<file path="src/ugrc_pkg.sv">
// Package: register map, field positions and action timing for the global reset control block
//
// Contract
// - Bits 10:6 hold a writable selector choosing which transmit FIFOs get flushed.
// - Host mode: 0 non-periodic, 1 periodic, top bit both, others none.
// - Device mode: 0..3 flush that FIFO, top bit all, others none.
// - Bit 5 starts transmit flush; hardware clears it when finished.
// - Bit 4 flushes receive FIFO; hardware clears it when finished.
// - Host only: bit 2 clears frame counter; hardware clears bit afterwards.
// - Bit 1 resets bus-domain circuitry; hardware clears bit afterwards.
// - Bit 0 soft-resets core, both domains and most registers.
package ugrc_pkg;
    localparam logic [11:0] UGRC_GLOBAL_RESET_CONTROL_OFS = 12'h010;
    localparam int UGRC_SEL_LSB = 6;
    localparam int UGRC_SEL_MSB = 10;
    localparam int UGRC_TXF_BIT = 5;
    localparam int UGRC_RXF_BIT = 4;
    localparam int UGRC_HFC_BIT = 2;
    localparam int UGRC_BDR_BIT = 1;
    localparam int UGRC_CSR_BIT = 0;
    localparam logic [4:0] UGRC_SEL_RESET = 5'h00;
    localparam logic [4:0] UGRC_SEL_NONPER = 5'h00;
    localparam logic [4:0] UGRC_SEL_PER = 5'h01;
    localparam logic [4:0] UGRC_SEL_DEV_MAX = 5'h03;
    localparam int UGRC_NUM_DEV_TXF = 4;
    // Handshake timeout: completion acks that never come are forced after this many cycles
    localparam int UGRC_ACK_TIMEOUT_CYC = 255;
    localparam int UGRC_NUM_ACT = 5;
endpackage

</file>
<file path="src/ugrc_action.sv">
// One self-clearing trigger: request pulse, busy flag, done on ack or timeout
`timescale 1ns/1ps
`default_nettype none
module ugrc_action (
    // Clock and reset
    input wire logic clock,
    input wire logic rst_n,
    // Control
    input wire logic start,
    input wire logic ack,
    // Status
    output logic busy,
    output logic startPulse
);
    import ugrc_pkg::*;

    logic busy_r;
    logic pulse_r;
    logic [7:0] cnt_r;

    assign busy = busy_r;
    assign startPulse = pulse_r;

    // Start ignored while busy so a second write cannot restart a flush
    always_ff @(posedge clock) begin
        if (!rst_n) begin
            busy_r <= 1'b0;
        end else if (!busy_r && start) begin
            busy_r <= 1'b1;
        end else if (busy_r && !pulse_r && (ack || cnt_r == 8'(UGRC_ACK_TIMEOUT_CYC))) begin
            busy_r <= 1'b0;
        end
    end

    always_ff @(posedge clock) begin
        if (!rst_n) begin
            pulse_r <= 1'b0;
        end else begin
            pulse_r <= !busy_r && start;
        end
    end

    always_ff @(posedge clock) begin
        if (!rst_n || !busy_r) begin
            cnt_r <= 8'h00;
        end else if (cnt_r != 8'hFF) begin
            cnt_r <= cnt_r + 8'h01;
        end
    end
endmodule // ugrc_action
`default_nettype wire

</file>
<file path="src/ugrc_core.sv">
// Global reset control register: flush and soft-reset triggers with completion handshake
`timescale 1ns/1ps
`default_nettype none
module ugrc_core (
    // Clock and reset
    input wire logic clock,
    input wire logic rst_n,
    // Register port
    input wire logic [11:0] addr,
    input wire logic [31:0] wrData,
    input wire logic wrStb,
    input wire logic rdStb,
    output logic [31:0] rdData,
    // Mode
    input wire logic hostMode,
    // Completion acks from the targeted logic
    input wire logic txFlushDone,
    input wire logic rxFlushDone,
    input wire logic frameClearDone,
    input wire logic busResetDone,
    input wire logic coreResetDone,
    // Action requests, one-cycle pulses
    output logic hostNonPerFlush,
    output logic hostPerFlush,
    output logic [3:0] devTxFifoFlush,
    output logic rxFlushReq,
    output logic frameClearReq,
    output logic busResetReq,
    output logic coreResetReq
);
    import ugrc_pkg::*;

    // =====================================================================
    // Local constants
    // =====================================================================
    // Action slots are packed; reserved bit 3 of the register has no slot
    // Slot order follows the register bit order with bit 3 squeezed out
    localparam int ACT_CSR = 0;
    localparam int ACT_BDR = 1;
    localparam int ACT_HFC = 2;
    localparam int ACT_RX = 3;
    localparam int ACT_TX = 4;
    // Top selector bit picks every FIFO in both modes
    localparam int SEL_TOP = UGRC_SEL_MSB - UGRC_SEL_LSB;

    // =====================================================================
    // Register decode
    // =====================================================================
    logic hit;
    logic wrHit;
    logic rdHit;
    logic [4:0] txSel_r;
    logic [4:0] startVec;
    logic [4:0] ackVec;
    logic [4:0] busyVec;
    logic [4:0] pulseVec;
    logic [31:0] rdWord;
    logic [31:0] rdData_r;

    assign hit = (addr == UGRC_GLOBAL_RESET_CONTROL_OFS);
    assign wrHit = wrStb && hit;
    assign rdHit = rdStb && hit;

    // Selector stored as written; a write during a tx flush only steers the next one
    // Core soft reset returns the selector to its reset value
    always_ff @(posedge clock) begin
        if (!rst_n || pulseVec[ACT_CSR]) begin
            txSel_r <= UGRC_SEL_RESET;
        end else if (wrHit) begin
            txSel_r <= wrData[UGRC_SEL_MSB:UGRC_SEL_LSB];
        end
    end

    // Only ones written start an action; zeros leave running actions alone
    always_comb begin
        startVec = '0;
        if (wrHit) begin
            startVec[ACT_TX] = wrData[UGRC_TXF_BIT];
            startVec[ACT_RX] = wrData[UGRC_RXF_BIT];
            startVec[ACT_HFC] = wrData[UGRC_HFC_BIT] && hostMode;
            startVec[ACT_BDR] = wrData[UGRC_BDR_BIT];
            startVec[ACT_CSR] = wrData[UGRC_CSR_BIT];
        end
    end

    // =====================================================================
    // Completion acks
    // =====================================================================
    // Slot order: tx, rx, frame clear, bus reset, core reset
    // Acks arriving before the request pulse leaves are ignored by the sequencer
    assign ackVec = {txFlushDone, rxFlushDone, frameClearDone, busResetDone, coreResetDone};

    // =====================================================================
    // Trigger bits, one sequencer per bit
    // =====================================================================
    // A start seen while busy is dropped, so a repeated write cannot restart an action
    // The timeout in each sequencer keeps a missing ack from hanging software polling
    genvar gi;
    generate
        for (gi = 0; gi < UGRC_NUM_ACT; gi++) begin : g_act
            ugrc_action u_act (
                .clock(clock),
                .rst_n(rst_n),
                .start(startVec[gi]),
                .ack(ackVec[gi]),
                .busy(busyVec[gi]),
                .startPulse(pulseVec[gi])
            );
        end
    endgenerate

    // =====================================================================
    // Transmit FIFO selection
    // =====================================================================
    logic txGo;
    logic hostNonPerSel;
    logic hostPerSel;
    wire logic [3:0] devSel;

    assign txGo = pulseVec[ACT_TX];

    // Mode is sampled with the pulse; software keeps it steady while a flush is pending
    // Host: 00000 non-periodic, 00001 periodic, 1xxxx both, anything else none
    assign hostNonPerSel = txSel_r[SEL_TOP] || (txSel_r == UGRC_SEL_NONPER);
    assign hostPerSel = txSel_r[SEL_TOP] || (txSel_r == UGRC_SEL_PER);

    // Device: an index past the last FIFO with the top bit clear matches nothing, so it flushes nothing
    genvar fi;
    generate
        for (fi = 0; fi < UGRC_NUM_DEV_TXF; fi++) begin : g_dev
            assign devSel[fi] = txSel_r[SEL_TOP] ||
                ((txSel_r == 5'(fi)) && (5'(fi) <= UGRC_SEL_DEV_MAX));
        end
    endgenerate

    // =====================================================================
    // Request pulses, registered so every output leaves a flip-flop
    // =====================================================================
    // Requests leave two edges after the write, decoded from the selector held then
    always_ff @(posedge clock) begin
        if (!rst_n) begin
            hostNonPerFlush <= 1'b0;
        end else begin
            hostNonPerFlush <= txGo && hostMode && hostNonPerSel;
        end
    end

    always_ff @(posedge clock) begin
        if (!rst_n) begin
            hostPerFlush <= 1'b0;
        end else begin
            hostPerFlush <= txGo && hostMode && hostPerSel;
        end
    end

    always_ff @(posedge clock) begin
        if (!rst_n) begin
            devTxFifoFlush <= 4'h0;
        end else begin
            devTxFifoFlush <= (txGo && !hostMode) ? devSel : 4'h0;
        end
    end

    always_ff @(posedge clock) begin
        if (!rst_n) begin
            rxFlushReq <= 1'b0;
        end else begin
            rxFlushReq <= pulseVec[ACT_RX];
        end
    end

    // Frame clear starts only in host mode, so this pulse never fires in device mode
    always_ff @(posedge clock) begin
        if (!rst_n) begin
            frameClearReq <= 1'b0;
        end else begin
            frameClearReq <= pulseVec[ACT_HFC];
        end
    end

    always_ff @(posedge clock) begin
        if (!rst_n) begin
            busResetReq <= 1'b0;
        end else begin
            busResetReq <= pulseVec[ACT_BDR];
        end
    end

    always_ff @(posedge clock) begin
        if (!rst_n) begin
            coreResetReq <= 1'b0;
        end else begin
            coreResetReq <= pulseVec[ACT_CSR];
        end
    end

    // =====================================================================
    // Read-back
    // =====================================================================
    // Trigger bits read back as busy flags; reserved bits 31:11 and 3 read zero
    // Selector reads back as written, even while a flush using it runs
    always_comb begin
        rdWord = '0;
        rdWord[UGRC_SEL_MSB:UGRC_SEL_LSB] = txSel_r;
        rdWord[UGRC_TXF_BIT] = busyVec[ACT_TX];
        rdWord[UGRC_RXF_BIT] = busyVec[ACT_RX];
        rdWord[UGRC_HFC_BIT] = busyVec[ACT_HFC];
        rdWord[UGRC_BDR_BIT] = busyVec[ACT_BDR];
        rdWord[UGRC_CSR_BIT] = busyVec[ACT_CSR];
    end

    // Data stand for the one cycle after the strobe and are zero otherwise
    always_ff @(posedge clock) begin
        if (!rst_n) begin
            rdData_r <= 32'h0000_0000;
        end else if (rdHit) begin
            rdData_r <= rdWord;
        end else begin
            rdData_r <= 32'h0000_0000;
        end
    end

    assign rdData = rdData_r;
endmodule // ugrc_core
`default_nettype wire

</file>
<file path="config.mk">
export PLATFORM = sky130hd
export DESIGN_NAME = ugrc_core
export DESIGN_NICKNAME = d
export VERILOG_FILES = /design/src/ugrc_pkg.sv /design/src/ugrc_action.sv /design/src/ugrc_core.sv
export SDC_FILE = /design/constraint.sdc
export NUM_CORES = 1
export LEC_CHECK = 0
export ABC_AREA = 1
export BUFFER_PORTS_ARGS = -buffer_cell sky130_fd_sc_hd__clkbuf_2
export CAP_MARGIN = 5
export CORE_MARGIN = 1
export CORE_UTILIZATION = 56
export DETAILED_ROUTE_END_ITERATION = 10
export GPL_TIMING_DRIVEN = 0
export HOLD_SLACK_MARGIN = 0.08
export PLACE_DENSITY = 0.95
export SYNTH_ARGS = -nofsm -noshare
export SYNTH_HDL_FRONTEND = slang
export SYNTH_SLANG_ARGS = --single-unit
export TNS_END_PERCENT = 5
</file>
<file path="constraint.sdc">
create_clock -name clock -period 3.2 [get_ports clock]
set_input_delay 0.32 -clock clock [delete_from_list [all_inputs] [get_ports clock]]
set_output_delay 0.32 -clock clock [all_outputs]
set_load 0.005 [all_outputs]
</file>
; ---- Word level (Yosys, flattened, before mapping)
; Cells that the tools add are included.
[word_totals]
wordCells = 112
register_bits = 97
input_bits = 54
output_inout_bits = 42
[classes]
addsub = 5
n_reduce_logical = 57
muxes = 11
n_eq_ne = 14
[op_table]
columns = cell, count
row1 = "adder 8 x 1 -> 8 bit, second input constant", 5
row2 = "equality test 8 bit, second input constant", 5
row3 = "inequality test 8 bit, second input constant", 5
row4 = logical AND 1 bit, 22
row5 = logical OR 1 bit, 15
row6 = "equality test 12 x 5 -> 1 bit, second input constant", 1
row7 = logical NOT 1 bit, 12
row8 = "equality test 5 x 2 -> 1 bit, second input constant", 2
row9 = 2-to-1 mux 1 bit, 10
row10 = nonzero test 2 bit, 5
row11 = "equality test 5 x 1 -> 1 bit, second input constant", 1
row12 = logical NOT 5 bit, 1
row13 = 2-to-1 mux 5 bit, 1
row14 = AND reduction 2 bit, 2

; ---- Longest topological paths before layout
; Gate-level depths: netlist (run 1).
[logic_depth]
depth_word = 5
ltp_mapped = 8
ltp_nobuf = 8

; ---- Cells and area by module
; A second synthesis (run 1) with hierarchy kept.
[hier_totals]
hier_cells = 478
area_unflattened_um2 = 3489.6
[modules_own_cells]
columns = module, area_per_inst_um2, cells_each, seq_area_each_um2, instances
row1 = ugrc_action, 473.0, 65, 200.2, 5
row2 = ugrc_core, 1124.8, 153, 500.5, 1

; ---- Worst setup path after synthesis (run 1)
; No wires, ideal clock.
[synth_timing]
path_type = reg2reg
from = reg g_act[3].u_act.cnt_r[0]
to = reg g_act[3].u_act.busy_r
t_arrival_ns = 1.122
n_path_buf = 0
required_time_ns = 3.087
stages_incl_launch_ff = 9
synth_period_minus_slack_ns = 1.235
setup_time_ns = 0.113
setup_slack_ns = 1.965
cell_sequence = dfxtp_1 ha_1 nand2_1 nor2_1 nand4_1 nand2_1 nand2_1 nand2_1 nand2_1
[synth_between]
elab_chain_cells = 4
[synth_lines]
columns = element, line_no
row1 = "start, declared", ugrc_action.sv:19  ; logic [7:0] cnt_r;
row2 = "start signal, assigned", ugrc_action.sv:47  ; cnt_r <= cnt_r + 8'h01;
row3 = equality test 8 bit, ugrc_action.sv:30  ; end else if (busy_r && !pulse_r && (ack || cnt_r == 8'(UGRC_ACK_TIMEOUT_CYC))) begin
row4 = logical OR 1 bit, ugrc_action.sv:30
row5 = logical AND 1 bit, ugrc_action.sv:30
row6 = nonzero test 2 bit (no source line), --
row7 = "end signal, assigned", ugrc_action.sv:27  ; busy_r <= 1'b0;
row8 = "end signal, assigned", ugrc_action.sv:29  ; busy_r <= 1'b1;
row9 = "end signal, assigned", ugrc_action.sv:31  ; busy_r <= 1'b0;
row10 = "end, declared", ugrc_action.sv:17  ; logic busy_r;
; No other way between the ends.
; A chain may end at the register's enable or synchronous reset.

; ---- Final worst setup path (run 1)
; Ends and elaborated chain as after synthesis.

==> Flow_metrics.wiki, run 1 <==
{| class="wikitable"
! Metric !! Value
|-
| Number of top-level pins || 96
|-
| P&R area growth vs syn || 16.9%
|-
| Number of antenna violations at the first check in global routing || 0
|-
| Critical path startpoint category || flop
|-
| Combined area of all synthesized cells || 3440 sq um
|-
| Proportion of layout cells with a drive suffix above 1 || 18.3%
|-
| Sort of element at the end of the critical path || flop
|-
| Share of cell area taken by muxes after synthesis || 0%
|-
| Total Negative Setup Slacks || 0 ns
|-
| # nets final || 617
|-
| Power per standard cell area || 403 nW/um^2
|-
| #FFs+latches synth || 75
|-
| Power after layout || 1.62 mW
|-
| Post-detailed-placement half-perimeter wirelength || 5310 um
|-
| All-layer global routing usage || 23.2%
|-
| Main combinational cell family by area after synthesis || simple AND/OR/NAND/NOR gates
|-
| Total DRC errors in the routed layout || 0
|-
| Share of the clock period used by the worst path || 45.8%
|-
| Critical path data required time || 3.44 ns
|-
| Number of enable flip-flop cells after synthesis || 0
|-
| Number of maximum-capacitance constraint violations || 0
|-
| Initial drt markers || 133
|-
| Cts bufs inserted || 9
|-
| Top cells by area, synth || dfxtp_1 (44%), nand2_1 (11%), inv_1 (9.8%)
|-
| Die width || 80.4 um
|-
| Antenna Violating Nets Remaining || 0
|-
| Maximum clock rate || 682 MHz
|-
| Master of the slowest instance on the critical path || dfxtp_1
|-
| Count of inserted antenna diode cells || 0
|-
| Count leader, synth || nand2_1
|-
| Die Outline Area || 6470 sq um
|-
| Count of buffers added by post-CTS timing repair for setup || 0
|-
| Clock edge transition at the registers on the reported setup and hold paths || 0.07 ns
|-
| Kind of cell adding the most delay to the critical path || simple AND/OR/NAND/NOR gates
|-
| Final hold viol count || 0
|-
| Status || finished, final reports clean
|-
| GRT Residual Overflow || 0
|-
| Worst skew pair latency || 0.34 ns
|-
| Synth async-reset ratio || 0%
|-
| Detailed-route via count || 3059
|-
| Hold-fix buffers at CTS || 0
|-
| Quantity of I/O buffers inserted on ports || 50
|-
| Worst clock skew on the final layout || 0.00733 ns
|-
| Crit path kind || flop to flop
|-
| Longest individual stage delay on the worst path || 0.39 ns
|-
| Final slew viol count || 0
|-
| Sequential fraction of the synthesis area || 43.6%
|-
| Clock net sink count || 75
|-
| Top FF cell, synth || dfxtp_1
|-
| Area of the placeable core || 5920 sq um
|-
| Wire length of the first global-routing pass || 11400 um
|-
| Post-route non-filler standard cell count || 637
|-
| Worst-path fanout max || 5
|-
| Arrival time of data at the critical path endpoint || 1.70 ns
|-
| Total of warnings raised by yosys || 0
|-
| Final standard cell utilization of the core || 68.0%
|-
| Filler cell count in the final layout || 493
|-
| Post-cts repair resize count || 0
|-
| Critical Path Most Common Cell || nand2_1
|-
| Cells traversed along the worst timing path || ha_1 -> nand2_1 -> nor2_1 -> nand4_1 -> nand2_1 -> nand2_1 -> nand2_1 -> nand2_1
|-
| Total placed cells including tap cells || 622
|-
| Vias per cell || 4.80
|-
| Most common library cells after synthesis || nand2_1 (100), inv_1 (90), dfxtp_1 (75)
|-
| Number of global-route vias before repair || 2778
|-
| Number of optimization iterations in the first detailed-route pass || 4
|-
| Number of cell rows || 28
|-
| Largest net degree at the start of global routing || 12
|-
| Tightest Hold Check Type || input port to flop
|-
| Proportion of netlist area held by the largest area contributor || 43.6%
|-
| H-tree lvl count || 3
|-
| Synthesized-area fraction occupied by and/or/nand/nor cells || 29.5%
|-
| Static leakage power || 2.02 nW
|-
| CTS max path bufs || 2
|-
| Compound-cell area share of the yosys netlist || 7.09%
|-
| Initial cell density of the core || 58.2%
|-
| Worst supply voltage drop on vdd || 0.307 mV
|-
| Unrepaired setup endpoints after global routing || false
|-
| Yosys cell types || 27
|-
| Hold slack final || 0.223 ns
|-
| Leading area contributor after synthesis || dfxtp_1
|-
| Syn avg cell area || 7.23 sq um
|-
| Number of instances in the synthesized netlist || 476
|-
| Number of failing setup endpoints in the final timing report || 0
|-
| Cell at the root of the clock tree || clkbuf_8
|-
| Clock period minus worst slack || 1.47 ns
|-
| Clock tree from TritonCTS || yes
|-
| Post-synthesis adder-cell area fraction || 1.82%
|-
| Buffers & Inverters on Critical Path || 0
|-
| Total Routed Length || 6850 um
|-
| Gp weighted congestion || 0.853
|-
| Die height || 80.4 um
|-
| Routed wire length per instance || 10.8 um
|-
| Xor and xnor fraction of the mapped netlist area || 2.80%
|}
tightest hold or removal path: cells and delay by family:
family	cells	cell delay (ns)
buffers and inverters	1	0.10
and+or+nand+nor	2	0.10
cell usage in the layout (no fill, tap or decap):
cell and n:
nand4_1 13, a31oi_1 9, a21oi_1 20, nand2_2 2
buf_2 3, o211ai_1 3, xor2_1 10, nand3_2 3
nand3_4 2, o21ai_1 2, clkbuf_1 2, ha_1 5
xnor2_1 1, clkbuf_2 50, inv_1 90, nor3_1 2
nor2_1 70, nand3b_1 4, conb_1 22, buf_4 22
nor2_2 2, nand2_1 100, nand4_2 1, dfxtp_1 75
nor2_4 3, o21ai_0 11, nand3_1 19, and3_1 1
clkinv_2 3, clkbuf_8 10, nor3_2 2
cells by family after synthesis:
group	after synthesis
XOR/XNOR	11
flip-flops	75
AO/OA/AOI/OAI	45
AND/OR/NAND/NOR	224
buffers and inverters	115
adder cells (fa/ha/maj)	5
other	1
final timing paths:
kind,cells after the start,slack [ns],startpoint,end
setup / recovery,8,1.73,g_act[3].u_act.cnt_r[0],g_act[3].u_act.busy
hold / removal,3,0.22,wrData[0],g_act[0].u_act.startPulse
setup reg to reg,8,1.73,g_act[3].u_act.cnt_r[0],g_act[3].u_act.busy
hold reg to reg,2,0.46,g_act[2].u_act.busy,rdData[2]
final cells by class:
class | instances | area [sq um] | share of cell area (%)
Tap cell | 75 | 93.8 | 2.33
Sequential cell | 75 | 1500 | 37.3
Clock inverter | 3 | 15.0 | 0.373
Buffer | 25 | 180 | 4.47
Inverter | 90 | 338 | 8.39
Clock buffer | 12 | 145 | 3.60
Timing Repair Buffer | 50 | 250 | 6.22
Multi-Input combinational cell | 307 | 1500 | 37.3
routing by layer:
layer  track usage (%)  part of all wire (%)  vias up
li1                  -                     -     1591
met1              25.5                    43     1366
met2              41.8                    50       90
met3              5.34                   4.9       12
met4              10.7                   2.1        0
met5                 0                     0        -
through the flow:
| step | worst slack, ns | area (sq um) |
|---|---|---|
| floorplan | 1.96 | 3520 |
| finish | 1.73 | 4030 |
| CTS | 1.74 | 4030 |
| global route | 1.63 | 4030 |
| detailed placement | 1.76 | 3870 |
| global placement | 1.78 | 3870 |
power breakdown:
group	total, mW	leakage (nW)	switching [mW]	internal, mW
Clock	0.613	0.0860	0.318	0.295
Sequential	0.933	0.604	0.0000145	0.933
Combinational	0.0754	1.33	0.0370	0.0385
Total	1.62	2.02	0.355	1.27
registers in the layout, summed over array words and instances, names as in the netlist:
register	flops
rxFlushReq	1
frameClearReq	1
hostNonPerFlush	1
g_act.u_act.cnt_r	40
txSel_r	5
g_act.u_act.busy	5
g_act.u_act.startPulse	5
rdData	10
hostPerFlush	1
coreResetReq	1
busResetReq	1
devTxFifoFlush	4
(Power assumes the default switching activity.)
==> run 2, diff against run 1 <==
--- a/config.mk
+++ b/config.mk
@@ -9,11 +9,11 @@
 export BUFFER_PORTS_ARGS = -buffer_cell sky130_fd_sc_hd__clkbuf_2
 export CAP_MARGIN = 5
 export CORE_MARGIN = 1
-export CORE_UTILIZATION = 56
+export CORE_UTILIZATION = 47
 export DETAILED_ROUTE_END_ITERATION = 10
 export GPL_TIMING_DRIVEN = 0
 export HOLD_SLACK_MARGIN = 0.08
-export PLACE_DENSITY = 0.95
+export PLACE_DENSITY = 0.86
 export SYNTH_ARGS = -nofsm -noshare
 export SYNTH_HDL_FRONTEND = slang
 export SYNTH_SLANG_ARGS = --single-unit
==> constraint.sdc (replaced) <==
create_clock -name clock -period 1.2 [get_ports clock]
set_input_delay 0.12 -clock clock [delete_from_list [all_inputs] [get_ports clock]]
set_output_delay 0.12 -clock clock [all_outputs]
set_load 0.005 [all_outputs]
==> run 2 against run 1 <==
  * Flip-flop and latch count is the same
  * Highest routed layer unchanged
  * First-iteration DRC count rose by 21%
  * Worst setup slack lost 1.7 ns
  * Global-route usage is 2.6 points lower
  * Register-to-register slack got worse by 1.7 ns
  * Cell count is 5.8% higher
==> Flow_metrics.wiki, run 2 (synthesis results as in run 1) <==
{| class="wikitable"
! Metric !! Value
|-
| Leading cell types in the layout, fill and taps excluded || nand2_1 (91), inv_1 (85), nor2_1 (65) (was nand2_1 (100), inv_1 (90), dfxtp_1 (75))
|-
| Buffers & Inverters on Critical Path || 1 (was 0)
|-
| Clock tree from TritonCTS || yes (unchanged)
|-
| Tightest Hold Check Type || input port to flop (unchanged)
|-
| Total DRC errors in the routed layout || 0 (unchanged)
|-
| Area of the placeable core || 6940 sq um (was 5920 sq um)
|-
| Initial drt markers || 161 (was 133)
|-
| Share of the clock period used by the worst path || 99.5% (was 45.8%)
|-
| Top reg by flops || g_act.u_act.cnt_r (unchanged)
|-
| Number of maximum-capacitance constraint violations || 0 (unchanged)
|-
| Quantity of I/O buffers inserted on ports || 50 (unchanged)
|-
| Worst slack after detailed placement || -0.166 ns (was 1.76 ns)
|-
| H-tree lvl count || 3 (unchanged)
|-
| Uppermost routed layer || met4 (unchanged)
|-
| Crit path kind || flop to flop (unchanged)
|-
| Number of cell rows || 30 (was 28)
|-
| Final slew viol count || 0 (unchanged)
|-
| Arrival time of data at the critical path endpoint || 1.49 ns (was 1.70 ns)
|-
| Clock period minus worst slack || 1.19 ns (was 1.47 ns)
|-
| Post-detailed-placement half-perimeter wirelength || 5300 um (was 5310 um)
|-
| Total Routed Length || 7790 um (was 6850 um)
|-
| Number of optimization iterations in the first detailed-route pass || 5 (was 4)
|-
| Critical Path Most Common Cell || nor2_1 (was nand2_1)
|-
| GRT Residual Overflow || 0 (unchanged)
|-
| Cts bufs inserted || 9 (unchanged)
|-
| Post-route met1 wirelength || 3150 um (was 2960 um)
|-
| Met2 WL post-DR || 4030 um (was 3410 um)
|-
| Worst skew pair latency || 0.35 ns (was 0.34 ns)
|-
| Number of failing setup endpoints in the final timing report || 0 (unchanged)
|-
| Static leakage power || 2.13 nW (was 2.02 nW)
|-
| Critical path startpoint category || flop (unchanged)
|-
| Gp weighted congestion || 0.829 (was 0.853)
|-
| Wire length of the first global-routing pass || 12200 um (was 11400 um)
|-
| Number of top-level pins || 96 (unchanged)
|-
| Count of inserted antenna diode cells || 0 (unchanged)
|-
| Cell at the root of the clock tree || clkbuf_8 (unchanged)
|-
| Final hold viol count || 0 (unchanged)
|-
| Die height || 87.6 um (was 80.4 um)
|-
| Unrepaired setup endpoints after global routing || true (was false)
|-
| Antenna Violating Nets Remaining || 0 (unchanged)
|-
| Initial cell density of the core || 49.6% (was 58.2%)
|-
| Kind of cell adding the most delay to the critical path || simple AND/OR/NAND/NOR gates (unchanged)
|-
| Clock net sink count || 75 (unchanged)
|-
| Status || finished, final reports clean (unchanged)
|-
| CTS max path bufs || 2 (unchanged)
|-
| Longest individual stage delay on the worst path || 0.37 ns (was 0.39 ns)
|-
| Minimum setup slack in the final design || 0.00619 ns (was 1.73 ns)
|-
| Max FFs per register || 40 (unchanged)
|-
| Die width || 87.6 um (was 80.4 um)
|-
| All-layer global routing usage || 20.6% (was 23.2%)
|-
| P&R area growth vs syn || 28.5% (was 16.9%)
|-
| Power per standard cell area || 1080 nW/um^2 (was 403 nW/um^2)
|-
| Largest net degree at the start of global routing || 14 (was 12)
|-
| Number of antenna violations at the first check in global routing || 0 (unchanged)
|-
| Routed wire length per instance || 11.6 um (was 10.8 um)
|-
| Detailed route wirelength on metal3 || 398 um (was 334 um)
|-
| Die Outline Area || 7670 sq um (was 6470 sq um)
|-
| Sort of element at the end of the critical path || flop (unchanged)
|-
| Most common cell after layout, fill and taps aside || nand2_1 (unchanged)
|-
| Detailed-route via count || 3245 (was 3059)
|-
| Critical path data required time || 1.49 ns (was 3.44 ns)
|-
| Worst supply voltage drop on vdd || 0.605 mV (was 0.307 mV)
|-
| Maximum clock rate || 838 MHz (was 682 MHz)
|-
| Vias per cell || 4.81 (was 4.80)
|-
| Hold slack final || 0.0892 ns (was 0.223 ns)
|-
| Proportion of layout cells with a drive suffix above 1 || 26.8% (was 18.3%)
|-
| Worst-path fanout max || 4 (was 5)
|-
| Master of the slowest instance on the critical path || dfxtp_4 (was dfxtp_1)
|-
| Clock edge transition at the registers on the reported setup and hold paths || 0.07 ns (about the same)
|-
| Worst clock skew on the final layout || 0.00612 ns (was 0.00733 ns)
|-
| # nets final || 632 (was 617)
|-
| Number of global-route vias before repair || 2981 (was 2778)
|-
| Cells traversed along the worst timing path || buf_4 -> nand3_1 -> nor2_1 -> nand3_1 -> nand2_1 -> nor2_1 -> nor2_1 (was ha_1 -> nand2_1 -> nor2_1 -> nand4_1 -> nand2_1 -> nand2_1 -> nand2_1 -> nand2_1)
|-
| Filler cell count in the final layout || 581 (was 493)
|}
==> run 2: cell count changes in the layout (fill, tap and decap cells not counted), sizes merged <==
cell,previous run,this run
buf,25,32
bufinv,0,2
clkbuf,62,59
clkinvlp,0,1
dlygate4sd3,0,5
inv,90,91
nand3,24,27
==> run 2: report_power, final <==
group	internal (mW)	switching (mW)	total, mW
combinational	0.114	0.107	0.220
clock	1.17	0.931	2.10
sequential	2.47	0.0000401	2.47
==> run 2: layout make-up <==
cell class | count | area, sq um | share of cell area [%]
flip-flops and latches | 75 | 1530 | 34.5
clock buffers | 9 | 124 | 2.80
inverters | 90 | 343 | 7.75
clock inverters | 7 | 91.3 | 2.07
repair buffers | 62 | 357 | 8.06
multi-input cells | 310 | 1680 | 38.0
plain buffers | 25 | 180 | 4.07
well taps | 96 | 120 | 2.72
==> run 2: stage by stage <==
stage                     std cells  utilization (%)  area (sq um)  power, mW  TNS (ns)
after detailed placement        643             56.1          3900       2.74     -2.23
after CTS                       669             61.5          4270       4.83   -0.0497
final                           674             63.7          4420       4.79         0
after floorplan                 497                -          3530       2.67         0
after global routing            674             63.7          4420       4.95    -0.905
after global placement          643             56.1          3900       2.74    -0.821
==> run 2: timing repair <==
| action | CTS | global route |
|---|---|---|
| endpoints found under the setup margin | 37 | 35 |
| buffers inserted | 5 | 2 |
| cloned | 0 | 3 |
| endpoints found under the hold margin | 8 | 0 |
| hold buffers | 5 | 0 |
| pin swaps | 6 | 9 |
| resized for setup | 20 | 39 |
==> run 2: path summary, 6_finish.rpt <==
path                                                start                         to  slack [ns]  depth (start not counted)
worst min-delay path                            wrData[2]  g_act[2].u_act.startPulse        0.09                          5
worst max-delay path              g_act[3].u_act.cnt_r[0]    g_act[3].u_act.cnt_r[7]       0.006                          7
worst min register to register  g_act[1].u_act.startPulse                busResetReq        0.45                          2
worst max register to register    g_act[3].u_act.cnt_r[0]    g_act[3].u_act.cnt_r[7]       0.006                          7
==> run 2: worst min-delay path: stages <==
cell and delay [ns]:
clkbuf_2 0.09, nand2_1 0.06, nor3_1 0.05, inv_1 0.04, nor2_1 0.04
==> run 2: routing by layer <==
| layer | vias to the layer above | global-route usage (%) |
|---|---|---|
| met3 | 29 | 6.22 |
| met1 | 1478 | 21.2 |
| met2 | 104 | 37.9 |
| met4 | 0 | 10.4 |
| li1 | 1634 | - |
| met5 | - | 0 |
